$ cat src/hdl/crs_defs.vh
// Constants for the clock ratio select block: register offsets, reset word
// field positions, reset values and ratio encodings.
// Assumes inclusion by the block's single design file only.
`ifndef CRS_DEFS_VH
`define CRS_DEFS_VH

// Register word indices on the Avalon-MM slave.
`define CRS_OFS_CFG_LOW      4'h0
`define CRS_OFS_CFG_HIGH     4'h1
`define CRS_OFS_OUT_CLK_CTL  4'h2
`define CRS_OFS_LOCAL_RATIO  4'h3
`define CRS_OFS_UNIT_CLK     4'h4
`define CRS_OFS_RATIO_STAT   4'h5
`define CRS_OFS_ENGINE_STAT  4'h6

// Reset configuration low word fields.
`define CRS_LOW_SYSTEM_PLL_MULTIPLIER_HI      27
`define CRS_LOW_SYSTEM_PLL_MULTIPLIER_LO      24
`define CRS_LOW_CORE_HI      22
`define CRS_LOW_CORE_LO      16
`define CRS_LOW_ENGINE_PLL_MULTIPLIER_HI     12
`define CRS_LOW_ENGINE_PLL_MULTIPLIER_LO     8
`define CRS_LOW_ENGINE_PLL_DIVIDER        6
`define CRS_LOW_MEMDBL       30
`define CRS_LOW_LBDBL        31

// Reset configuration high word fields.
`define CRS_HIGH_HOST        31
`define CRS_HIGH_CKDRV       30

// System multiplier encodings.
`define CRS_SYSTEM_PLL_MULTIPLIER_X16         4'h0
`define CRS_SYSTEM_PLL_MULTIPLIER_RSVD        4'h1
`define CRS_MULT_16          5'h10

// Primary clock source codes.
`define CRS_SRC_OSC          2'h0
`define CRS_SRC_AGENT        2'h1
`define CRS_SRC_SYNC         2'h2

// Local bus divider field codes.
`define CRS_LDIV_2           2'h0
`define CRS_LDIV_4           2'h1
`define CRS_LDIV_8           2'h2

// Security unit rate codes.
`define CRS_SEC_OFF          2'h0
`define CRS_SEC_FULL         2'h1
`define CRS_SEC_HALF         2'h2
`define CRS_SEC_THIRD        2'h3

// Reset values of the writable registers.
`define CRS_RST_OUT_CLK_CTL  3'h0
`define CRS_RST_LOCAL_DIV    2'h0
`define CRS_RST_SEC_RATE     2'h3
`define CRS_RST_DMA_ON       1'h1

// Boundary counts for glitch-free ratio changes.
`define CRS_LCNT_WRAP        3'h7
`define CRS_UCNT_WRAP        3'h5

`endif

$ cat src/hdl/crs_clock_ratio_select.v
// Clock source selection and ratio control for the system clock unit.
// Assumes all pin inputs are synchronous to CORE_CLK, which stands in for the
// system bus clock and for both controller clocks when divided outputs are formed.
//
// Chosen here: the Avalon-MM slave port and the register offsets.
`timescale 1ns/1ps
`include "crs_defs.vh"

module crs_clock_ratio_select (
   input wire CORE_CLK,
   input wire SRST,
   input wire [31:0] RESET_CONFIG_LOW,
   input wire [31:0] RESET_CONFIG_HIGH,
   input wire INPUT_HALVE_STRAP,
   input wire OSC_CLOCK_IN,
   input wire AGENT_BUS_CLK,
   input wire SYNC_LOOP_IN,
   input wire [3:0] AVS_ADDRESS,
   input wire AVS_READ,
   input wire AVS_WRITE,
   input wire [31:0] AVS_WRITEDATA,
   input wire [3:0] AVS_BYTEENABLE,
   output reg [31:0] AVS_READDATA,
   output reg AVS_WAITREQUEST,
   output reg [1:0] PRIMARY_SEL,
   output reg PRIMARY_CLK,
   output reg SYNC_LOOP_OUT,
   output reg [2:0] BUS_CLOCK_OUTS,
   output reg [5:0] SYSTEM_RATIO,
   output reg [6:0] CORE_PLL_SETTING,
   output reg [4:0] ENGINE_MULT,
   output reg [1:0] ENGINE_DIV,
   output reg [6:0] MEMORY_RATIO,
   output reg [6:0] LOCAL_RATIO,
   output reg MEMORY_CLOCK_P,
   output reg MEMORY_CLOCK_N,
   output reg [2:0] LOCAL_BUS_CLOCKS,
   output reg LOCAL_SYNC_OUT,
   output reg SEC_CLK_EN,
   output reg DMA_CLK_EN
);

   // Reset word snapshot and role decode.
   reg [31:0] cfg_low_q;
   reg [31:0] cfg_high_q;
   reg halve_q;
   reg osc_prev_q;
   reg bus_div_q;
   reg [2:0] bus_gate_q;
   reg [2:0] out_clk_ctl_q;
   reg [1:0] local_div_q;
   reg [1:0] local_div_act_q;
   reg [2:0] local_cnt_q;
   reg mem_div_q;
   reg [1:0] sec_rate_q;
   reg [1:0] sec_rate_act_q;
   reg dma_on_q;
   reg dma_on_act_q;
   reg [2:0] unit_cnt_q;
   reg [31:0] rdata_d;
   wire host_role_bit;
   wire bus_clock_drive_bit;
   wire host_drive;
   wire [3:0] system_pll_multiplier;
   wire [4:0] sys_mult;
   wire [5:0] sys_ratio;
   wire osc_rise;
   wire bus_div_d;
   wire [2:0] local_cnt_d;
   wire [2:0] unit_cnt_d;
   wire bus_hit;
   wire system_pll_multiplier_reserved;
   reg [1:0] src_d;
   reg local_clk_d;
   reg sec_en_d;

   // Multiplier code 0 means sixteen; code 1 is reserved and is flagged in status.
   function [4:0] crs_sys_mult;
      input [3:0] code;
      begin
         if (code == `CRS_SYSTEM_PLL_MULTIPLIER_X16)
            crs_sys_mult = `CRS_MULT_16;
         else
            crs_sys_mult = {1'b0, code};
      end
   endfunction

   // Applies a doubler bit to the system ratio.
   function [6:0] crs_double;
      input [5:0] ratio;
      input dbl;
      begin
         crs_double = dbl ? {ratio, 1'b0} : {1'b0, ratio};
      end
   endfunction

   assign host_role_bit = cfg_high_q[`CRS_HIGH_HOST];
   assign bus_clock_drive_bit = cfg_high_q[`CRS_HIGH_CKDRV];
   assign host_drive = host_role_bit & bus_clock_drive_bit;
   assign system_pll_multiplier = cfg_low_q[`CRS_LOW_SYSTEM_PLL_MULTIPLIER_HI:`CRS_LOW_SYSTEM_PLL_MULTIPLIER_LO];
   assign sys_mult = crs_sys_mult(system_pll_multiplier);
   assign system_pll_multiplier_reserved = (system_pll_multiplier == `CRS_SYSTEM_PLL_MULTIPLIER_RSVD);
   // Strap doubles the system ratio in host and agent mode alike; the role does not gate it.
   assign sys_ratio = halve_q ? {sys_mult, 1'b0} : {1'b0, sys_mult};
   assign osc_rise = OSC_CLOCK_IN & ~osc_prev_q;
   assign bus_div_d = osc_rise ? ~bus_div_q : bus_div_q;
   assign local_cnt_d = local_cnt_q + 3'h1;
   assign unit_cnt_d = (unit_cnt_q == `CRS_UCNT_WRAP) ? 3'h0 : unit_cnt_q + 3'h1;
   assign bus_hit = (AVS_READ | AVS_WRITE) & AVS_WAITREQUEST;

   // Primary source decode.
   always @*
   begin
      if (!host_role_bit)
         src_d = `CRS_SRC_AGENT;
      else if (bus_clock_drive_bit)
         src_d = `CRS_SRC_OSC;
      else
         src_d = `CRS_SRC_SYNC;
   end

   // Local bus clock is one bit of a free counter, chosen by the active divider.
   always @*
   begin
      case (local_div_act_q)
         `CRS_LDIV_2: local_clk_d = local_cnt_d[0];
         `CRS_LDIV_4: local_clk_d = local_cnt_d[1];
         default: local_clk_d = local_cnt_d[2];
      endcase
   end

   // Security unit enable pattern over a six-cycle frame.
   always @*
   begin
      case (sec_rate_act_q)
         `CRS_SEC_OFF: sec_en_d = 1'b0;
         `CRS_SEC_FULL: sec_en_d = 1'b1;
         `CRS_SEC_HALF: sec_en_d = ~unit_cnt_d[0];
         default: sec_en_d = (unit_cnt_d == 3'h0) || (unit_cnt_d == 3'h3);
      endcase
   end

   // Read mux.
   always @*
   begin
      rdata_d = 32'h0;
      case (AVS_ADDRESS)
         `CRS_OFS_CFG_LOW: rdata_d = cfg_low_q;
         `CRS_OFS_CFG_HIGH: rdata_d = cfg_high_q;
         `CRS_OFS_OUT_CLK_CTL: rdata_d = {29'h0, out_clk_ctl_q};
         `CRS_OFS_LOCAL_RATIO: rdata_d = {30'h0, local_div_q};
         `CRS_OFS_UNIT_CLK: rdata_d = {29'h0, dma_on_q, sec_rate_q};
         // Status packs the live ratios so software can confirm the captured reset word.
         `CRS_OFS_RATIO_STAT:
            rdata_d = {1'b0,
               system_pll_multiplier_reserved,
               LOCAL_RATIO,
               MEMORY_RATIO,
               SYSTEM_RATIO,
               host_drive,
               halve_q,
               PRIMARY_SEL,
               ENGINE_DIV[0],
               ENGINE_MULT[1:0],
               3'h0};
         `CRS_OFS_ENGINE_STAT: rdata_d = {9'h0, CORE_PLL_SETTING, 9'h0, ENGINE_DIV, ENGINE_MULT};
         default: rdata_d = 32'h0;
      endcase
   end

   // Configuration capture and derived ratios.
   always @(posedge CORE_CLK)
   begin
      if (SRST)
      begin
         // The reset word and strap are caught while reset is held.
         cfg_low_q <= RESET_CONFIG_LOW;
         cfg_high_q <= RESET_CONFIG_HIGH;
         halve_q <= INPUT_HALVE_STRAP;
         PRIMARY_SEL <= `CRS_SRC_OSC;
         SYSTEM_RATIO <= 6'h0;
         CORE_PLL_SETTING <= 7'h0;
         ENGINE_MULT <= 5'h0;
         ENGINE_DIV <= 2'h0;
         MEMORY_RATIO <= 7'h0;
         LOCAL_RATIO <= 7'h0;
      end
      else
      begin
         PRIMARY_SEL <= src_d;
         SYSTEM_RATIO <= sys_ratio;
         CORE_PLL_SETTING <= cfg_low_q[`CRS_LOW_CORE_HI:`CRS_LOW_CORE_LO];
         ENGINE_MULT <= cfg_low_q[`CRS_LOW_ENGINE_PLL_MULTIPLIER_HI:`CRS_LOW_ENGINE_PLL_MULTIPLIER_LO];
         ENGINE_DIV <= {1'b0, cfg_low_q[`CRS_LOW_ENGINE_PLL_DIVIDER]} + 2'h1;
         MEMORY_RATIO <= crs_double(sys_ratio, cfg_low_q[`CRS_LOW_MEMDBL]);
         LOCAL_RATIO <= crs_double(sys_ratio, cfg_low_q[`CRS_LOW_LBDBL]);
      end
   end

   // Primary clock and the host-driven bus clock family.
   always @(posedge CORE_CLK)
   begin
      if (SRST)
      begin
         // Seeding the edge detector with the pin keeps a high oscillator at release
         // from counting as a rising edge and slipping the bus divider phase.
         osc_prev_q <= OSC_CLOCK_IN;
         bus_div_q <= 1'b0;
         bus_gate_q <= 3'h0;
         PRIMARY_CLK <= 1'b0;
         SYNC_LOOP_OUT <= 1'b0;
         BUS_CLOCK_OUTS <= 3'h0;
      end
      else
      begin
         osc_prev_q <= OSC_CLOCK_IN;
         bus_div_q <= bus_div_d;
         case (PRIMARY_SEL)
            `CRS_SRC_OSC: PRIMARY_CLK <= OSC_CLOCK_IN;
            `CRS_SRC_AGENT: PRIMARY_CLK <= AGENT_BUS_CLK;
            default: PRIMARY_CLK <= SYNC_LOOP_IN;
         endcase
         // Gates move only while the divided clock is low, so no runt reaches a pin.
         if (!bus_div_q && !bus_div_d)
            bus_gate_q <= out_clk_ctl_q;
         if (host_drive)
         begin
            SYNC_LOOP_OUT <= halve_q ? bus_div_d : OSC_CLOCK_IN;
            BUS_CLOCK_OUTS <= {3{bus_div_d}} & bus_gate_q;
         end
         else
         begin
            SYNC_LOOP_OUT <= 1'b0;
            BUS_CLOCK_OUTS <= 3'h0;
         end
      end
   end

   // Memory pair and local bus clocks.
   always @(posedge CORE_CLK)
   begin
      if (SRST)
      begin
         mem_div_q <= 1'b0;
         local_cnt_q <= 3'h0;
         local_div_act_q <= `CRS_RST_LOCAL_DIV;
         MEMORY_CLOCK_P <= 1'b0;
         MEMORY_CLOCK_N <= 1'b1;
         LOCAL_BUS_CLOCKS <= 3'h0;
         LOCAL_SYNC_OUT <= 1'b0;
      end
      else
      begin
         mem_div_q <= ~mem_div_q;
         MEMORY_CLOCK_P <= ~mem_div_q;
         MEMORY_CLOCK_N <= mem_div_q;
         local_cnt_q <= local_cnt_d;
         // At the wrap every candidate divider is at a common low edge.
         if (local_cnt_q == `CRS_LCNT_WRAP)
            local_div_act_q <= local_div_q;
         LOCAL_BUS_CLOCKS <= {3{local_clk_d}};
         LOCAL_SYNC_OUT <= local_clk_d;
      end
   end

   // Unit clock enables; new rates take effect only at the frame boundary.
   always @(posedge CORE_CLK)
   begin
      if (SRST)
      begin
         unit_cnt_q <= 3'h0;
         sec_rate_act_q <= `CRS_RST_SEC_RATE;
         dma_on_act_q <= `CRS_RST_DMA_ON;
         SEC_CLK_EN <= 1'b0;
         DMA_CLK_EN <= 1'b0;
      end
      else
      begin
         unit_cnt_q <= unit_cnt_d;
         if (unit_cnt_q == `CRS_UCNT_WRAP)
         begin
            sec_rate_act_q <= sec_rate_q;
            dma_on_act_q <= dma_on_q;
         end
         SEC_CLK_EN <= sec_en_d;
         DMA_CLK_EN <= dma_on_act_q;
      end
   end

   // Avalon-MM slave: one wait cycle, then the access completes.
   always @(posedge CORE_CLK)
   begin
      if (SRST)
      begin
         AVS_WAITREQUEST <= 1'b1;
         AVS_READDATA <= 32'h0;
         out_clk_ctl_q <= `CRS_RST_OUT_CLK_CTL;
         local_div_q <= `CRS_RST_LOCAL_DIV;
         sec_rate_q <= `CRS_RST_SEC_RATE;
         dma_on_q <= `CRS_RST_DMA_ON;
      end
      else
      begin
         if (bus_hit)
         begin
            AVS_WAITREQUEST <= 1'b0;
            AVS_READDATA <= AVS_READ ? rdata_d : 32'h0;
         end
         else
            AVS_WAITREQUEST <= 1'b1;
         if (AVS_WRITE && !AVS_WAITREQUEST && AVS_BYTEENABLE[0])
         begin
            case (AVS_ADDRESS)
               `CRS_OFS_OUT_CLK_CTL: out_clk_ctl_q <= AVS_WRITEDATA[2:0];
               `CRS_OFS_LOCAL_RATIO: local_div_q <= AVS_WRITEDATA[1:0];
               `CRS_OFS_UNIT_CLK:
               begin
                  sec_rate_q <= AVS_WRITEDATA[1:0];
                  dma_on_q <= AVS_WRITEDATA[2];
               end
               default: out_clk_ctl_q <= out_clk_ctl_q;
            endcase
         end
      end
   end

endmodule // crs_clock_ratio_select

$ cat config.mk
export PLATFORM = sky130hd
export DESIGN_NAME = crs_clock_ratio_select
export DESIGN_NICKNAME = d
export VERILOG_FILES = /design/src/hdl/crs_clock_ratio_select.v
export VERILOG_INCLUDE_DIRS = /design/src /design/src/hdl
export SDC_FILE = /design/constraint.sdc
export NUM_CORES = 1
export LEC_CHECK = 0
export BUFFER_PORTS_ARGS = -buffer_cell sky130_fd_sc_hd__buf_2
export CAP_MARGIN = 30
export CORE_ASPECT_RATIO = 2
export CORE_MARGIN = 4
export CORE_UTILIZATION = 35
export CTS_BUF_LIST = sky130_fd_sc_hd__clkbuf_4 sky130_fd_sc_hd__clkbuf_8
export CTS_CLUSTER_DIAMETER = 150
export DETAILED_ROUTE_END_ITERATION = 10
export PLACE_DENSITY = 0.55
export SLEW_MARGIN = 20
export SYNTH_ARGS = -nofsm -noshare
export SYNTH_HDL_FRONTEND = slang
export SYNTH_SLANG_ARGS = --single-unit
$ cat constraint.sdc
create_clock -name CORE_CLK -period 2.1 [get_ports CORE_CLK]
set_clock_uncertainty 0.2 [all_clocks]
set_input_delay 0.21 -clock CORE_CLK [delete_from_list [all_inputs] [get_ports CORE_CLK]]
set_output_delay 0.21 -clock CORE_CLK [all_outputs]
set_load 0.1 [all_outputs]
---- After elaboration in Yosys (flattened, before gate mapping) ----
Cells that the tools add are included.
storage, ports and cells
  input port bits ......................... 112
  memory bits (writable) .................. 0
  flip-flop bits (word level) ............. 169
  memories ................................ 0
  latch bits .............................. 0
  memory bits (read-only) ................. 0
operators by class
  reductions and logical operators ........ 22
  $lt $le $gt $ge ......................... 0
  div/mod/pow operators ................... 0
  equal/unequal tests ..................... 14
  $add $sub $neg .......................... 3
  shift-type cells ........................ 0
  multiplexer cells ....................... 15
  bitwise operators ....................... 13
  multiply operators ...................... 0
operators with widths
  cell                                                                   count
  32-bit one-hot mux with 7 select lines                                 1
  32-bit 2-to-1 mux                                                      1
  6-bit 2-to-1 mux                                                       3
  4-bit by 3-bit equality test with 1-bit output, second input constant  3
  2-bit OR reduction                                                     6
  4-bit by 1-bit equality test with 1-bit output, second input constant  2
  4-bit by 2-bit equality test with 1-bit output, second input constant  2
  4-bit zero test                                                        2
  1-bit NOT                                                              8
  3-bit by 1-bit adder with 3-bit output, second input constant          2
  2-bit by 1-bit equality test with 1-bit output, second input constant  3
  3-bit equality test, second input constant                             2
  2-bit zero test                                                        3
  2-bit AND reduction                                                    3
  5-bit 2-to-1 mux                                                       1
  1-bit 2-to-1 mux                                                       4
  1-bit one-hot mux with 2 select lines                                  2
  1-bit bitwise AND                                                      3
  3-bit bitwise AND                                                      1
  3-bit by 2-bit equality test with 1-bit output, second input constant  1
  1-bit logical AND                                                      3
  1-bit zero test                                                        3
  3-bit zero test                                                        1
  3-bit 2-to-1 mux                                                       1
  6 further kinds                                                        6

---- Depth between registers and ports, before layout ----
  word-level depth ........................ 5
  depth in mapped cells ................... 7

---- Worst setup path after synthesis ----
No wires, ideal clock.
  path type ............................... register -> register
  start point ............................. reg AVS_WAITREQUEST
  end point ............................... reg AVS_READDATA[19]
  arrival ................................. 1972 ps
  data required time ...................... 1782 ps
  path buffers ............................ 2
  period minus slack after synthesis ...... 2289 ps
  cell stages (with the launch flop) ...... 6
  path slack .............................. -189 ps
  path through ............................ dfxtp_1 o21ai_2 nor2b_1 buf_2 clkbuf_1 a22o_1
on the way
  cells in the longest elaborated chain, start to end .. 1
ends and longest elaborated chain
  what                    line                          RTL
  start, declared         crs_clock_ratio_select.v:24   output reg AVS_WAITREQUEST,
  start signal, assigned  crs_clock_ratio_select.v:295  AVS_WAITREQUEST <= 1'b1;
  start signal, assigned  crs_clock_ratio_select.v:306  AVS_WAITREQUEST <= 1'b0;
  start signal, assigned  crs_clock_ratio_select.v:310  AVS_WAITREQUEST <= 1'b1;
  1-bit bitwise AND       crs_clock_ratio_select.v:109  assign bus_hit = (AVS_READ | AVS_WRITE) & AVS_WAITREQUEST;
  end signal, assigned    crs_clock_ratio_select.v:307  AVS_READDATA <= AVS_READ ? rdata_d : 32'h0;
  end, declared           crs_clock_ratio_select.v:23   output reg [31:0] AVS_READDATA,
No other way between the ends.
A chain may end at the register's enable or synchronous reset.

---- Worst setup path in the final report ----
  start point ............................. in AVS_WRITE
  end point ............................... reg AVS_READDATA[0]
on the way
  cells in the longest elaborated chain, start to end .. 2
ends and longest elaborated chain
  what               line                          RTL
  start, declared    crs_clock_ratio_select.v:20   input wire AVS_WRITE,
  1-bit OR           crs_clock_ratio_select.v:109
  1-bit bitwise AND  crs_clock_ratio_select.v:109
No other way between the ends.

==> reports/summary.txt <==
Detailed placer's ending HPWL: 13500 um
Reg-to-reg setup timing slack: 0.29 ns
Largest buffer count on any clock path: 2
Resize count post-CTS: 0
GRT Residual Overflow: 0
Relative slew slack: 64.2%
PortBufs: 161
FP Rows: 69
CTS HTree Levels: 4
Worst Path Required: 2.26 ns
Root Buffer: clkbuf_8
CTS tree: built
Critical-path maximum fanout: 4
Ys flop type: dfxtp_1
# DRC: 0
Finished Cell Area: 8540 um^2
Slew @ Worst Pin: 0.537 ns
GR Util All Layers: 18.3%
Hold_sp: AVS_ADDRESS[3]
First-pass GRT wire length: 27900 um
Fin Setup TNS: 0 ns
Layout cells sized above 1: 30.6%
Syn avg cell area: 12.3 um^2
Sequential fraction of the synthesis area: 63.4%
Post-synth EDFFs: 65
Status: completed
Starting density of the core: 35.6%
Mapped Cells: 513
Hold Path Cell Cnt: 3
Syn_nets: 628
1st-iter DRT viols: 240
Fmax: 0.525 GHz
Vias in the first global route: 5201
R2r worst-path depth: 3
Hold endpoint: AVS_READDATA[1]
Final estimated routing congestion in global placement: 0.828
Final setup viols: 0
Die height: 198 um
Post-layout power: 7.02 mW
Layout Nets: 871
Synthesized cell area: 6330 um^2
Synth warn: 0
Die width: 103 um
Initial antenna violation count: 0
Via/cell ratio: 5.02
Clock sink count: 168
Share of synthesized registers carrying an async set or reset: 0%
Crit share post-route: 90.7%
RSZ-0062 raised after global routing: false
Clock slew at reported path FFs: 0.09 ns
Commonest non-fill, non-tap cell in the layout: buf_2
Reg-to-Reg End: sec_rate_q[0]
Final hold vios: 0
Hold Crit Class: in -> reg
ANT nets after route: 0
Slew Viols, Final: 0
Core Box Area: 17800 um^2
Number of synthesized register bits: 168
Total routed wirelength: 18200 um
Ports: 194
Post-placement cell area: 7430 um^2
Max-Cap Viols: 0
Min cycle time layout: 1.90 ns
Fillers: 1687
Synth unique cells: 51
Largest net degree at the start of global routing: 54
Drt pass-1 iters: 4
Endpoint type of the worst setup path: flip-flop
DR WL/cell: 18.5 um
Inserted Diodes: 0
Routed vias: 4926
Clock buffer count from CTS: 17
Most frequent cells in the layout: buf_2 (160), dfxtp_1 (102), dlygate4sd3_1 (74)
Setup CP Type: in -> reg
Synth-to-layout area growth: 35.0%
Latest clock arrival within the worst-skew pair: 0.45 ns
LEAKAGE: 3.63 nW
Worst flop-to-flop path startpoint: AVS_WAITREQUEST
CP Launch Type: input port
Max VDD drop: 0.583 mV
Crit path DAT: 2.07 ns
Cell Pwr Density: 822 nW/um^2
Die Area: 20400 um^2
-- state kept, by name (all words and copies together) (netlist names), 2 cells and up --
register and flops:
AVS_READDATA 32, cfg_high_q 32, cfg_low_q 32, CORE_PLL_SETTING 7
LOCAL_RATIO 7, MEMORY_RATIO 7, SYSTEM_RATIO 6, ENGINE_MULT 5
BUS_CLOCK_OUTS 3, bus_gate_q 3, local_cnt_q 3, out_clk_ctl_q 3
unit_cnt_q 3, ENGINE_DIV 2, PRIMARY_SEL 2, local_div_act_q 2
local_div_q 2, sec_rate_act_q 2, sec_rate_q 2
-- critical path, stage by stage --
cell and delay (ns):
dlygate4sd3_1 0.53, buf_2 0.13, o21ai_2 0.23, dlygate4sd3_1 0.64, a21oi_1 0.08, a311oi_1 0.25
-- metal layers --
metal | GRT usage, % | vias up | routed length (um)
met1 | 19.3 | 2367 | 6580
met4 | 9.56 | 0 | 747
met5 | 0 | - | 0
met3 | 3.46 | 44 | 842
met2 | 33.3 | 157 | 10000
li1 | - | 2358 | -
-- cells by family (layout without fill, tap and decap cells) --
family | count (synthesis) | after routing | synth area share (%)
flip-flops | 168 | 168 | 63.4
AND/OR/NAND/NOR | 140 | 140 | 11.9
AO/OA/AOI/OAI | 108 | 108 | 13.0
buffers and inverters | 47 | 303 | 3.62
multiplexers | 45 | 45 | 7.20
adder cells (fa/ha/maj) | 3 | 3 | 0.593
XOR/XNOR | 2 | 2 | 0.277
-- worst max path at each step --
stage / startpoint / endpoint
detailed placement: AVS_ADDRESS[0] / AVS_READDATA[4]
finish: AVS_WRITE / AVS_READDATA[0]
global placement: AVS_ADDRESS[1] / out_clk_ctl_q[1]
floorplan: AVS_WAITREQUEST / sec_rate_q[0]
CTS: AVS_WRITE / AVS_READDATA[0]
global route: AVS_WRITE / AVS_READDATA[0]
-- synth_stat cells, types with 2 or more instances --
cell type,instances,area share [%]
dfxtp_1,103,33
edfxtp_1,65,31
nor2_1,61,3.6
mux2i_1,41,6.5
a22oi_1,29,3.4
nor2b_1,20,2.0
a22o_1,16,2.2
nand2_1,16,0.95
clkbuf_1,13,0.77
buf_2,12,0.95
inv_1,11,0.65
o22ai_1,11,1.1
o2bb2ai_1,11,1.5
o21ai_0,9,0.71
a21oi_1,8,0.63
and2_1,8,0.79
a211o_1,6,0.83
buf_4,6,0.71
nand2b_1,6,0.59
nand3b_1,5,0.59
a222oi_1,4,0.63
mux2_2,4,0.71
a211oi_1,3,0.36
buf_1,3,0.18
ha_1,3,0.59
nor3b_1,3,0.36
o21ai_1,3,0.24
a32oi_1,2,0.28
and2b_1,2,0.24
buf_6,2,0.36
nor3_1,2,0.16
nor4_2,2,0.40
nor4bb_1,2,0.32
o21ai_2,2,0.28
or3b_2,2,0.28
xor2_1,2,0.28
-- per-stage QoR --
step	setup slack (ns)	instances	hold WS, ns	util (%)
2_1_floorplan	0.155	513	0.0377	-
3_3_place_gp	0.264	876	0.174	41.8
3_5_place_dp	0.206	876	0.182	41.8
4_1_cts	0.211	982	0.00291	48.0
5_1_grt	0.117	982	0.0477	48.0
6_report	0.196	982	0.0445	48.0
-- cell type report --
type                            count  area (um^2)  area share, %
Sequential cell                   168         4020           47.0
Multi-Input combinational cell    298         2090           24.5
Inverter                           11         41.3          0.483
Timing Repair Buffer              260         1760           20.6
Tap cell                          213          267           3.12
Clock buffer                       18          241           2.83
Clock inverter                     14          126           1.48
-- where the power goes --
part / total, mW / internal, mW / switching [mW]
Sequential: 3.68 / 3.57 / 0.112
Clock: 2.15 / 0.954 / 1.19
Combinational: 1.20 / 0.364 / 0.831
Total: 7.02 / 4.89 / 2.13
-- what timing repair did --
| item | in CTS | in global routing |
|---|---|---|
| endpoints found under the hold margin | 90 | 0 |
| hold buffers | 74 | 0 |
| buffers inserted | 0 | 0 |
Power figures use the tool's default switching activity.
